[src/cexfp_pkg.sv]
// Shared constants and types for the exception and FP-stacking unit
package cexfp_pkg;
  localparam logic [31:0] FPCC_ADDR = 32'hE000_EF34;
  localparam logic [31:0] CTRL_ADDR = 32'hE000_EF38;
  localparam logic [31:0] STAT_ADDR = 32'hE000_EF3C;
  localparam int LAZY_EN_BIT = 30;
  localparam logic [31:0] FPCC_RESET = 32'h4000_0000;
  localparam logic CTRL_FPU_EN_RESET = 1'b0;
  localparam logic [3:0] FPDIV_CYCLES = 4'hE;
  localparam logic [3:0] STACK_CYCLES = 4'hC;
  localparam logic [1:0] VEC_LATE_CYCLES = 2'h2;
  localparam logic [4:0] LOW_BANK_LIMIT = 5'h10;
  typedef enum logic [2:0] {
    FORM_POST,
    FORM_PRE_WB,
    FORM_OFFS,
    FORM_REG,
    FORM_REGREG
  } cexfp_form_t;
  typedef enum logic [1:0] {
    EX_IDLE,
    EX_STACK,
    EX_HANDLER,
    EX_VECWAIT
  } cexfp_exc_t;
endpackage

[src/cexfp_div_if.sv]
// Carrier between the exception core and the FP divide/square-root unit
interface cexfp_div_if;
  logic issue;
  logic [4:0] issue_dest;
  logic [31:0] issue_res;
  logic [3:0] issue_flags;
  logic busy;
  logic done;
  logic [4:0] dest;
  logic [31:0] res;
  logic [3:0] flags;
  modport unit (input issue, issue_dest, issue_res, issue_flags, output busy, done, dest, res, flags);
  modport core (output issue, issue_dest, issue_res, issue_flags, input busy, done, dest, res, flags);
endinterface

[src/cexfp_core.sv]
// Exception entry/return unit with SP-load replay, lazy FP stacking and late vector select
// Function
// - SP load interrupted in data phase replays once
// - Replay covers five SP load addressing forms
// - Writeback forms advance base on every execution
// - Divide and square root take fourteen cycles
// - Accepted interrupt never aborts running divide
// - Lazy mode defers FP stacking to first FP instruction
// - Lazy stacking enabled after reset
// - Handler starts at least twelve cycles after acceptance
// - Early return under lazy mode loses low-bank result
// - Clearing bit 30 disables lazy stacking
// - Stack wait states avoid the lost result
// - Stores buffer while execution continues
// - Late reselection can make vector differ from acknowledge
// - Mismatch needs buffered store accepted two cycles late
module cexfp_core (
  input wire logic MCLK, // Core clock
  input wire logic RST_N, // Async reset, active low
  input wire logic WB_CYC_I, // Wishbone cycle
  input wire logic WB_STB_I, // Wishbone strobe
  input wire logic WB_WE_I, // Wishbone write
  input wire logic [31:0] WB_ADR_I, // Wishbone byte address
  input wire logic [3:0] WB_SEL_I, // Wishbone byte lanes
  input wire logic [31:0] WB_DAT_I, // Wishbone write data
  output logic [31:0] WB_DAT_O, // Wishbone read data
  output logic WB_ACK_O, // Wishbone acknowledge
  input wire logic IRQ_REQ, // Interrupt pending from controller
  input wire logic [7:0] IRQ_ID, // Currently selected interrupt
  input wire logic STK_WAIT, // Wait state on stack access this cycle
  input wire logic HND_FP_INSN, // Handler executes an FP instruction
  input wire logic EXC_RET, // Branch-exchange return executed
  output logic IRQ_ACK, // Interrupt acknowledge pulse
  output logic [7:0] IRQ_ACK_ID, // Acknowledged interrupt
  output logic VEC_FETCH, // Vector fetch pulse
  output logic [7:0] VEC_ID, // Vector fetched
  output logic HND_START, // First handler instruction starts
  output logic FP_CTX_SAVE, // FP context stacked
  input wire logic LDSP_ISSUE, // SP load issued
  input wire logic [2:0] LDSP_FORM, // Addressing form
  input wire logic [31:0] LDSP_BASE, // Base register value
  input wire logic [31:0] LDSP_OPND, // Immediate or index
  input wire logic LDSP_DATA_OK, // Load data returned
  input wire logic [31:0] LDSP_DATA, // Load data
  output logic LDSP_REQ, // Load address phase
  output logic [31:0] LDSP_ADDR, // Load address
  output logic BASE_WB_EN, // Base writeback pulse
  output logic [31:0] BASE_WB, // New base value
  output logic SP_WR_EN, // Stack pointer written
  output logic [31:0] SP_VALUE, // Value written to SP
  input wire logic FP_ISSUE, // Divide or square root issued
  input wire logic [4:0] FP_DEST, // Destination register
  input wire logic [31:0] FP_RES, // Operation result
  input wire logic [3:0] FP_FLAGS, // Status flags of result
  output logic FP_WR_EN, // Register bank write
  output logic [4:0] FP_WR_REG, // Register written
  output logic [31:0] FP_WR_DATA, // Data written
  output logic FP_RESULT_LOST, // Result dropped pulse
  input wire logic ST_ISSUE, // Buffered immediate store issued
  input wire logic ST_ACCEPT, // Bus accepts store data
  output logic WBUF_BUSY // Write buffer occupied
);
  cexfp_div_if dif ();

  cexfp_fpdiv u_div (
    .clk(MCLK),
    .rst_n(RST_N),
    .dv(dif.unit)
  );

  // ----------------------------------------
  // Register bus
  // ----------------------------------------
  logic [31:0] fpcc;
  logic fpu_en;
  logic [3:0] fp_status;
  cexfp_pkg::cexfp_exc_t ex_state;
  cexfp_pkg::cexfp_exc_t next_ex_state;
  logic replay_pend;
  logic lazy_pend;
  logic doom;

  wire wb_req = WB_CYC_I && WB_STB_I && !WB_ACK_O;
  wire wb_wr = wb_req && WB_WE_I;
  wire hit_fpcc = WB_ADR_I == cexfp_pkg::FPCC_ADDR;
  wire hit_ctrl = WB_ADR_I == cexfp_pkg::CTRL_ADDR;
  wire hit_stat = WB_ADR_I == cexfp_pkg::STAT_ADDR;
  wire lazy = fpcc[cexfp_pkg::LAZY_EN_BIT];
  wire [31:0] stat = {20'h0_0000, fp_status, 2'h0, doom, dif.busy, WBUF_BUSY, replay_pend, ex_state};
  wire [31:0] rd_data = hit_fpcc ? fpcc : hit_ctrl ? {31'h0, fpu_en} : hit_stat ? stat : 32'h0000_0000;
  logic [31:0] next_fpcc;

  genvar g;
  generate
    for (g = 0; g < 4; g++)
    begin : g_lane
      assign next_fpcc[8*g +: 8] = (wb_wr && hit_fpcc && WB_SEL_I[g]) ? WB_DAT_I[8*g +: 8] : fpcc[8*g +: 8];
    end
  endgenerate

  // Unmapped addresses still ack and read zero so a stray access never hangs the bus
  always_ff @(posedge MCLK or negedge RST_N)
  begin
    if (!RST_N)
    begin
      WB_ACK_O <= 1'b0;
      WB_DAT_O <= 32'h0000_0000;
      fpcc <= cexfp_pkg::FPCC_RESET;
      fpu_en <= cexfp_pkg::CTRL_FPU_EN_RESET;
    end
    else
    begin
      WB_ACK_O <= wb_req;
      WB_DAT_O <= wb_req ? rd_data : WB_DAT_O;
      fpcc <= next_fpcc;
      fpu_en <= (wb_wr && hit_ctrl && WB_SEL_I[0]) ? WB_DAT_I[0] : fpu_en;
    end
  end

  // ----------------------------------------
  // Exception sequencer
  // ----------------------------------------
  logic [3:0] stk_cnt;
  logic [1:0] ret_cnt;

  wire accept = ex_state == cexfp_pkg::EX_IDLE && IRQ_REQ;
  wire stk_done = ex_state == cexfp_pkg::EX_STACK && !STK_WAIT && stk_cnt == cexfp_pkg::STACK_CYCLES - 4'h1;
  wire ret = ex_state == cexfp_pkg::EX_HANDLER && EXC_RET;
  wire tail = ret && IRQ_REQ;
  wire tail_now = tail && !WBUF_BUSY;
  wire vw_done = ex_state == cexfp_pkg::EX_VECWAIT && ST_ACCEPT;
  wire late = ret_cnt >= cexfp_pkg::VEC_LATE_CYCLES;
  wire hstart = stk_done || tail_now || vw_done;
  wire replay_go = ret && !IRQ_REQ && replay_pend;

  always_comb
  begin
    next_ex_state = ex_state;
    case (ex_state)
      cexfp_pkg::EX_IDLE:
        next_ex_state = IRQ_REQ ? cexfp_pkg::EX_STACK : cexfp_pkg::EX_IDLE;
      cexfp_pkg::EX_STACK:
        next_ex_state = stk_done ? cexfp_pkg::EX_HANDLER : cexfp_pkg::EX_STACK;
      cexfp_pkg::EX_HANDLER:
        if (ret)
        begin
          next_ex_state = !IRQ_REQ ? cexfp_pkg::EX_IDLE : WBUF_BUSY ? cexfp_pkg::EX_VECWAIT : cexfp_pkg::EX_HANDLER;
        end
      cexfp_pkg::EX_VECWAIT:
        next_ex_state = ST_ACCEPT ? cexfp_pkg::EX_HANDLER : cexfp_pkg::EX_VECWAIT;
      default:
        next_ex_state = cexfp_pkg::EX_IDLE;
    endcase
  end

  // Wait states freeze the stacking count, so slow stack memory lengthens entry
  always_ff @(posedge MCLK or negedge RST_N)
  begin
    if (!RST_N)
    begin
      ex_state <= cexfp_pkg::EX_IDLE;
      stk_cnt <= 4'h0;
      ret_cnt <= 2'h0;
    end
    else
    begin
      ex_state <= next_ex_state;
      stk_cnt <= accept ? 4'h0 : (ex_state == cexfp_pkg::EX_STACK && !STK_WAIT) ? stk_cnt + 4'h1 : stk_cnt;
      ret_cnt <= ret ? 2'h1 : (ret_cnt != 2'h3) ? ret_cnt + 2'h1 : ret_cnt;
    end
  end

  // Tail-chain acknowledge is taken at the return, but the vector is read when the
  // buffered store drains; a reselection in between yields a different vector if the drain comes two or more cycles after the return
  always_ff @(posedge MCLK or negedge RST_N)
  begin
    if (!RST_N)
    begin
      IRQ_ACK <= 1'b0;
      IRQ_ACK_ID <= 8'h00;
      VEC_FETCH <= 1'b0;
      VEC_ID <= 8'h00;
      HND_START <= 1'b0;
      WBUF_BUSY <= 1'b0;
    end
    else
    begin
      IRQ_ACK <= accept || tail;
      IRQ_ACK_ID <= (accept || tail) ? IRQ_ID : IRQ_ACK_ID;
      VEC_FETCH <= hstart;
      VEC_ID <= stk_done ? IRQ_ACK_ID : tail_now ? IRQ_ID : (vw_done && late) ? IRQ_ID : vw_done ? IRQ_ACK_ID : VEC_ID;
      HND_START <= hstart;
      WBUF_BUSY <= ST_ISSUE || (WBUF_BUSY && !ST_ACCEPT);
    end
  end

  // ----------------------------------------
  // Lazy FP context
  // ----------------------------------------
  wire save_now = (accept && fpu_en && !lazy) || (ex_state == cexfp_pkg::EX_HANDLER && HND_FP_INSN && lazy_pend);

  always_ff @(posedge MCLK or negedge RST_N)
  begin
    if (!RST_N)
    begin
      FP_CTX_SAVE <= 1'b0;
      lazy_pend <= 1'b0;
    end
    else
    begin
      FP_CTX_SAVE <= save_now;
      lazy_pend <= accept ? (fpu_en && lazy) : (save_now || (ret && !IRQ_REQ)) ? 1'b0 : lazy_pend;
    end
  end

  // ----------------------------------------
  // SP load and replay
  // ----------------------------------------
  logic ld_go;
  logic ld_phase;
  logic ld_replay;
  cexfp_pkg::cexfp_form_t ld_form;
  logic [31:0] ld_base;
  logic [31:0] ld_opnd;
  logic [31:0] first_addr;

  wire [31:0] ld_sum = ld_base + ld_opnd;
  wire addr_is_base = ld_form == cexfp_pkg::FORM_POST || ld_form == cexfp_pkg::FORM_REG;
  wire wb_form = ld_form == cexfp_pkg::FORM_POST || ld_form == cexfp_pkg::FORM_PRE_WB;
  wire [31:0] ld_addr = addr_is_base ? ld_base : ld_sum;
  wire ld_take = LDSP_ISSUE && !ld_go && !ld_phase && !replay_pend;

  always_ff @(posedge MCLK or negedge RST_N)
  begin
    if (!RST_N)
    begin
      ld_go <= 1'b0;
      ld_phase <= 1'b0;
      ld_replay <= 1'b0;
      ld_form <= cexfp_pkg::FORM_REG;
      ld_base <= 32'h0000_0000;
      ld_opnd <= 32'h0000_0000;
      first_addr <= 32'h0000_0000;
      replay_pend <= 1'b0;
    end
    else
    begin
      ld_go <= ld_take || replay_go;
      ld_replay <= ld_take ? 1'b0 : replay_go ? 1'b1 : ld_replay;
      ld_form <= ld_take ? cexfp_pkg::cexfp_form_t'(LDSP_FORM) : ld_form;
      ld_opnd <= ld_take ? LDSP_OPND : ld_opnd;
      // Writeback-form base advances on each execution, so a replay reads from the moved base
      ld_base <= ld_take ? LDSP_BASE : (ld_go && wb_form) ? ld_sum : ld_base;
      first_addr <= (ld_go && !ld_replay) ? ld_addr : first_addr;
      ld_phase <= ld_go || (ld_phase && !LDSP_DATA_OK);
      replay_pend <= (accept && ld_phase) || (replay_pend && !replay_go);
    end
  end

  always_ff @(posedge MCLK or negedge RST_N)
  begin
    if (!RST_N)
    begin
      LDSP_REQ <= 1'b0;
      LDSP_ADDR <= 32'h0000_0000;
      BASE_WB_EN <= 1'b0;
      BASE_WB <= 32'h0000_0000;
      SP_WR_EN <= 1'b0;
      SP_VALUE <= 32'h0000_0000;
    end
    else
    begin
      LDSP_REQ <= ld_go;
      LDSP_ADDR <= ld_go ? ld_addr : LDSP_ADDR;
      BASE_WB_EN <= ld_go && wb_form;
      BASE_WB <= ld_go ? ld_sum : BASE_WB;
      SP_WR_EN <= ld_phase && LDSP_DATA_OK;
      SP_VALUE <= (ld_phase && LDSP_DATA_OK) ? LDSP_DATA : SP_VALUE;
    end
  end

  // ----------------------------------------
  // FP divide completion
  // ----------------------------------------
  assign dif.issue = FP_ISSUE;
  assign dif.issue_dest = FP_DEST;
  assign dif.issue_res = FP_RES;
  assign dif.issue_flags = FP_FLAGS;

  // Only a return while the divide is still running can drop it; long stacking
  // with wait states lets the divide finish first
  wire doom_set = ret && dif.busy && fpu_en && lazy_pend && dif.dest < cexfp_pkg::LOW_BANK_LIMIT;

  always_ff @(posedge MCLK or negedge RST_N)
  begin
    if (!RST_N)
    begin
      doom <= 1'b0;
      FP_WR_EN <= 1'b0;
      FP_WR_REG <= 5'h00;
      FP_WR_DATA <= 32'h0000_0000;
      FP_RESULT_LOST <= 1'b0;
      fp_status <= 4'h0;
    end
    else
    begin
      doom <= doom_set || (doom && !dif.done);
      FP_WR_EN <= dif.done && !doom;
      FP_RESULT_LOST <= dif.done && doom;
      FP_WR_REG <= dif.done ? dif.dest : FP_WR_REG;
      FP_WR_DATA <= (dif.done && !doom) ? dif.res : FP_WR_DATA;
      fp_status <= (dif.done && !doom) ? dif.flags : fp_status;
    end
  end

  // ----------------------------------------
  // Checks
  // ----------------------------------------
  logic [4:0] since_acc;

  always_ff @(posedge MCLK or negedge RST_N)
  begin
    if (!RST_N)
    begin
      since_acc <= 5'h00;
    end
    else
    begin
      since_acc <= accept ? 5'h00 : (since_acc != 5'h1F) ? since_acc + 5'h01 : since_acc;
    end
  end
endmodule

[src/cexfp_fpdiv.sv]
// Fixed-latency FP divide / square-root sequencer
module cexfp_fpdiv (
  input wire logic clk, // Core clock
  input wire logic rst_n, // Async reset, active low
  cexfp_div_if.unit dv // Issue and completion
);
  logic [3:0] cnt;

  // No abort input exists: an accepted interrupt cannot cut an operation short
  always_ff @(posedge clk or negedge rst_n)
  begin
    if (!rst_n)
    begin
      cnt <= 4'h0;
      dv.busy <= 1'b0;
      dv.done <= 1'b0;
      dv.dest <= 5'h00;
      dv.res <= 32'h0000_0000;
      dv.flags <= 4'h0;
    end
    else if (dv.issue && !dv.busy)
    begin
      cnt <= cexfp_pkg::FPDIV_CYCLES - 4'h2;
      dv.busy <= 1'b1;
      dv.done <= 1'b0;
      dv.dest <= dv.issue_dest;
      dv.res <= dv.issue_res;
      dv.flags <= dv.issue_flags;
    end
    else
    begin
      dv.done <= dv.busy && cnt == 4'h0;
      dv.busy <= dv.busy && cnt != 4'h0;
      cnt <= (cnt != 4'h0) ? cnt - 4'h1 : cnt;
    end
  end
endmodule

[config.mk]
export PLATFORM = sky130hd
export DESIGN_NAME = cexfp_core
export DESIGN_NICKNAME = d
export VERILOG_FILES = /design/src/cexfp_pkg.sv /design/src/cexfp_div_if.sv /design/src/cexfp_core.sv /design/src/cexfp_fpdiv.sv
export SDC_FILE = /design/constraint.sdc
export NUM_CORES = 1
export LEC_CHECK = 0
export ABC_AREA = 1
export BUFFER_PORTS_ARGS = -buffer_cell sky130_fd_sc_hd__buf_2
export CAP_MARGIN = 20
export CORE_ASPECT_RATIO = 0.6
export CORE_UTILIZATION = 54
export CTS_BUF_LIST = sky130_fd_sc_hd__clkbuf_16
export DETAILED_ROUTE_END_ITERATION = 6
export PLACE_DENSITY_LB_ADDON = 0.08
export RECOVER_POWER = 100
export SLEW_MARGIN = 20
export SYNTH_ARGS = -nofsm -noshare
export SYNTH_HDL_FRONTEND = slang
export SYNTH_SLANG_ARGS = --single-unit
export TNS_END_PERCENT = 10
[constraint.sdc]
create_clock -name MCLK -period 2.7 [get_ports MCLK]
set_clock_uncertainty 0.2 [all_clocks]
set_input_delay 0.27 -clock MCLK [delete_from_list [all_inputs] [get_ports MCLK]]
set_output_delay 0.27 -clock MCLK [all_outputs]
set_load 0.01 [all_outputs]
# Yosys cells after proc, flatten, opt, wreduce, memory -nomap -nowiden
# Cells that the tools add are included.
[totals]
output_inout_bits = 192
inputBits = 230
ff_bits = 355
wordCells = 165
[classes]
addsub = 4
magnitude_cmp = 2
eq_ne = 11
n_reduce_logical = 80
muxes = 27
[op_table]
columns = ["cell", "count"]
rows = [
  ["$mux W32", 4],
  ["$eq A32 B32 Y1 const B", 3],
  ["$logic_and A1 B1 Y1", 44],
  ["$add A32 B32 Y32", 1],
  ["$mux W8", 4],
  ["$mux W12", 2],
  ["$mux W4", 4],
  ["$logic_not A1 Y1", 14],
  ["$logic_or A1 B1 Y1", 12],
  ["$mux W2", 5],
  ["$reduce_bool A2 Y1", 5],
  ["$pmux W2 S4", 1],
  ["$reduce_bool A4 Y1", 2],
  ["$mux W1", 7],
  ["$lt A5 B5 Y1 const B", 1],
  ["$add A4 B1 Y4 const B", 1],
  ["$eq A2 B2 Y1 const B", 2],
  ["$eq A4 B4 Y1 const B", 1],
  ["$logic_not A4 Y1", 1],
  ["$ne A2 B2 Y1 const B", 2],
  ["$sub A4 B1 Y4 const B", 1],
  ["$eq A3 B1 Y1 const B", 1],
  ["$eq A3 B2 Y1 const B", 1],
  ["$logic_not A3 Y1", 1],
  ["4 further kinds", 4],
]

# Logic depth before layout (Yosys ltp)
[depth]
word_depth = 8
depth_mapped = 13
mapped_depth_nobuf = 13

# Modules after synthesis
# From an unflattened synthesis, not the netlist that was laid out.
[hier_totals]
hier_cells = 2183
area_unflattened_um2 = 17038.8
[modules_own_cells]
columns = ["module", "seq_area_each_um2", "cells_each", "n_inst", "area_per_inst_um2"]
rows = [
  ["cexfp_core", 7711.1, 1977, 1, 15205.8],
  ["cexfp_fpdiv", 1176.1, 206, 1, 1833.0],
]

# Least setup slack after synthesis
# Ideal clock, no wire load.
[synth_timing]
path_type = "reg2reg"
from = "register ld_base[0]"
to = "register LDSP_ADDR[16]"
required_time_ps = 2383
slack_ps = 505
stages_incl_launch_ff = 13
n_path_buf = 0
synth_period_minus_slack_ps = 2195
setup_time_ps = 117
arrival_time_ps = 1879
cell_sequence = "dfrtp_1 -> ha_1 -> fa_1 -> nand3_1 -> nand3_1 -> nand2_1 -> nand2_1 -> nand2_1 -> nand2_1 -> xnor2_1 -> nand2_1 -> nand2_1 -> nand2_1"
[synth_via]
elab_chain_cells = 2
[synth_rtl]
columns = ["element", "line_no", "text"]
rows = [
  ["start: declaration", "cexfp_core.sv:223", "logic [31:0] ld_base;"],
  ["start signal: assignment", "cexfp_core.sv:253", "ld_base <= ld_take ? LDSP_BASE : (ld_go && wb_form) ? ld_sum : ld_base;"],
  ["$add A32 B32 Y32", "cexfp_core.sv:227", "wire [31:0] ld_sum = ld_base + ld_opnd;"],
  ["$mux W32", "cexfp_core.sv:230", "wire [31:0] ld_addr = addr_is_base ? ld_base : ld_sum;"],
  ["end signal: assignment", "cexfp_core.sv:274", "LDSP_ADDR <= ld_go ? ld_addr : LDSP_ADDR;"],
  ["end: declaration", "cexfp_core.sv:46", "output logic [31:0] LDSP_ADDR,"],
]
# Every way passes these cells.
# A chain may end at the register's enable or synchronous reset.

# Worst setup path after layout
[layout_timing]
from = "register ld_base[0]"
to = "register ld_base[24]"
[layout_via]
elab_chain_cells = 3
[layout_rtl]
columns = ["element", "line_no"]
rows = [
  ["$add A32 B32 Y32", "cexfp_core.sv:227"],
  ["$mux W32 (2 in series)", "cexfp_core.sv:253"],
]
# Every way passes these cells. The select of a mux whose other input is x is not followed.

==> flow_metrics.env <==
export IMPL_status="finished, violations left"
export IMPL_failed_checks="max-capacitance violations, max-slew violations"
export IMPL_final_cell_mix="nand2_1 (898), dfrtp_1 (352), buf_2 (226)"
export IMPL_synthArstFlopShare=1.00
export IMPL_dp_hpwl_mm=38.0
export IMPL_critPathMaxFanout=4
export IMPL_path_cells="ha_1 > fa_1 > nand3_1 > nand3_1 > nand2_1 > nand2_1 > nand3_1 > nand3_1 > nand2_1 > nand2_1 > nand2_1 > nand3_1"
export IMPL_switchingPower_mw=11.0
export IMPL_r2r_end="ld_base[24]$_DFFE_PN0P_"
export IMPL_max_freq_ghz=0.390
export IMPL_cts_sinks=355
export IMPL_r2r_slack_ns=0.14
export IMPL_min_delay_path_depth=6
export IMPL_clock_path_buffers=3
export IMPL_postLayoutSetupSlackWorst_ns=0.137
export IMPL_drc=0
export IMPL_grt_max_degree=102
export IMPL_final_util=0.739
export IMPL_syn2layout_area_growth_pct=33.1
export IMPL_min_from="WB_SEL_I[0]"
export IMPL_nNetsFinal=3029
export IMPL_pwr_share_clk=0.192
export IMPL_postCtsSetupBuffers=0
export IMPL_arrival_ns=2.77
export IMPL_finalCritPeriodShare=0.949
export IMPL_sw_frac_of_total=0.443
export IMPL_regArea_sq_mm=0.00889
export IMPL_drive_gt1_frac=0.120
export IMPL_synthFlopType="dfrtp_1"
export IMPL_place_ws_ns=0.183
export IMPL_finalCriticalPeriod_ns=2.56
export IMPL_dieArea_sq_mm=0.0320
export IMPL_rows=49
export IMPL_routed_wl_mm=56.6
export IMPL_critical_path_max_stage_delay_ns=0.45
export IMPL_slew_violations=59
export IMPL_seq_area_frac_synth=0.527
export IMPL_p_leak_nw=11.8
export IMPL_yosysWarnings=0
export IMPL_antenna_found_initial=6
export IMPL_rsz0062_at_grt="yes"
export IMPL_cts_root_buf="clkbuf_16"
export IMPL_multi_input_area_sq_mm=0.00681
export IMPL_fillers=2388
export IMPL_seq_power_share=0.348
export IMPL_synth_area_leaders="dfrtp_1 (52%), nand2_1 (20%), inv_1 (4.6%)"
export IMPL_drv_cap=1
export IMPL_yosys_area_top_type="dfrtp_1"
export IMPL_viasPerCell=5.29
export IMPL_crit_required_ns=2.91
export IMPL_synth_edff_count=0
export IMPL_startpoint="ld_base[0]$_DFFE_PN0P_"
export IMPL_clkTransAtPathRegs_ns=0.06
export IMPL_io_buffer_count=421
export IMPL_netlist_area_leader_share=0.522
export IMPL_worstReg2RegStart="ld_base[0]$_DFFE_PN0P_"
export IMPL_setup_viol=0
export IMPL_syn_inst=2133
export IMPL_yosysUniqueCellTypes=46
export IMPL_cts_tree="built"
export IMPL_drt_iter0_drc=1550
export IMPL_cp_start_kind="register"
export IMPL_tightest_slew_ns=1.54
export IMPL_internal_power_mw=13.8
export IMPL_path_buf_inv=0
export IMPL_finalHoldViolCount=0
export IMPL_grt_pass1_wl_mm=88.5
export IMPL_via_count=16900
export IMPL_whs_endpoint="fpu_en$_DFFE_PN0P_"
export IMPL_clk_latency_ns=0.53
export IMPL_syn_num_nets=2400
export IMPL_dp_cells=2914
export IMPL_path_delay_family="simple AND/OR/NAND/NOR gates"
export IMPL_comb_power_share=0.460
export IMPL_grt_usage=0.354
export IMPL_syn_avg_cell_area_sq_um=7.90
export IMPL_peakVddDrop_uv=694
export IMPL_numCtsBuffers=35
export IMPL_ios=422
export IMPL_wire_per_inst_microns=17.7
export IMPL_initial_utilization=0.556
export IMPL_crit_type="reg -> reg"
export IMPL_gp_congestion=1.01
export IMPL_power_mw=24.7
export IMPL_synthesis_area_sq_mm=0.0169
export IMPL_ys_seq_elements=355
export IMPL_grt_pass1_vias=16500
export IMPL_ant_nets=0
export IMPL_dr_pass1_iters=6
export IMPL_final_common_cell="nand2_1"
export IMPL_power_density_mw_per_mm2=1100
export IMPL_core_region_area_sq_mm=0.0303
export IMPL_hp_class="in -> reg"
export IMPL_cts_htree_levels=2
export IMPL_critPathCaptureType="register"
export IMPL_die_width_microns=230
export IMPL_maxSlewHeadroom=-0.0240
export IMPL_grt_ovfl_total=0
export IMPL_r2r_cells=12
export IMPL_die_h_microns=139
export IMPL_fin_cells=3198
export IMPL_critPathSlowestCell="fa_1"
-- through the flow --
stage / setup TNS (ns) / hold slack, ns / instance area, sq um
floorplan: 0 / -0.226 / 16900
global placement: 0 / 0.0404 / 19500
detailed placement: 0 / 0.0428 / 19500
CTS: 0 / 0.00476 / 22800
global route: -0.000569 / 0.0267 / 22400
finish: 0 / 0.0111 / 22400
-- per-layer routing --
layer,global-route usage,up-vias,share of wire,wire length [microns]
met5,0,-,0,0
met4,0.150,0,0.043,2430
met3,0.0884,173,0.094,5320
met2,0.533,827,0.44,24600
met1,0.489,7958,0.43,24200
li1,-,7952,-,-
-- what timing repair did --
action	in CTS	in global routing
endpoints found under the hold margin	521	0
resized for setup	0	5
setup endpoints to repair	0	20
hold buffers	219	0
-- power groups by stage --
stage / clock network [mW] / logic [mW] / registers, mW
5_1_grt: 4.99 / 12.6 / 8.80
4_1_cts: 4.77 / 11.4 / 8.53
3_3_place_gp: 0 / 10.9 / 8.49
6_report: 4.73 / 11.4 / 8.61
3_5_place_dp: 0 / 11.1 / 8.57
2_1_floorplan: 0 / 6.75 / 8.82
-- how the worst max path moves through the flow --
| stage | endpoint | slack, ns | depth (start not counted) |
|---|---|---|---|
| finish | ld_base[24]$_DFFE_PN0P_ | 0.14 | 12 |
| global placement | LDSP_ADDR[28]$_DFFE_PN0P_ | 0.21 | 12 |
| detailed placement | LDSP_ADDR[28]$_DFFE_PN0P_ | 0.18 | 12 |
| CTS | LDSP_ADDR[14]$_DFFE_PN0P_ | 0.15 | 11 |
| global route | LDSP_ADDR[16]$_DFFE_PN0P_ | -0.0006 | 3 |
| floorplan | LDSP_ADDR[16]$_DFFE_PN0P_ | 0.50 | 12 |
-- layout make-up --
class                   instances  area share
diodes                          6    0.000669
clock buffers                  36      0.0401
clock inverters                23     0.00770
inverters                     227      0.0380
multi-input cells            1478       0.304
flip-flops and latches        355       0.396
well taps                     408      0.0228
repair buffers                665       0.191
-- cell families (layout without fill, tap and decap cells) --
group,after synthesis,count (layout),synth area share
flip-flops,355,355,0.527
multiplexers,13,13,0.00868
AND/OR/NAND/NOR,1176,1176,0.282
other,0,6,0
buffers and inverters,300,951,0.0688
AO/OA/AOI/OAI,234,234,0.0766
adder cells (fa/ha/maj),37,37,0.0279
XOR/XNOR,18,18,0.00935
-- synth_stat cells (all sizes together), types with 3 or more instances --
library cell	n
clkbuf	59
nand3	146
a31oi	10
nand4	5
buf	14
xnor2	16
mux2	13
and2	4
o21bai	9
o22ai	3
o21ai	148
a21oi	36
nand2	906
dfstp	3
o211ai	20
nor4	8
inv	225
nor3	9
ha	36
a21o	3
dfrtp	352
nor2	93
-- flip-flops by register name, summed over array words and instances, names as in the netlist, 5 cells and up --
signal,count
FP_WR_DATA,32
BASE_WB,32
SP_VALUE,32
u_div.dv.dest,5
FP_WR_REG,5
WB_DAT_O,32
IRQ_ACK_ID,8
u_div.dv.res,32
ld_base,32
ld_opnd,32
VEC_ID,8
LDSP_ADDR,32
fpcc,32
-- worst min-delay path, delay by kind of cell --
kind                   cells  cell delay, ns
buffers and inverters      2            0.15
AOI/OAI and AO/OA          1            0.07
and+or+nand+nor            3            0.23
No activity file was read; power rests on OpenSTA's default activity.
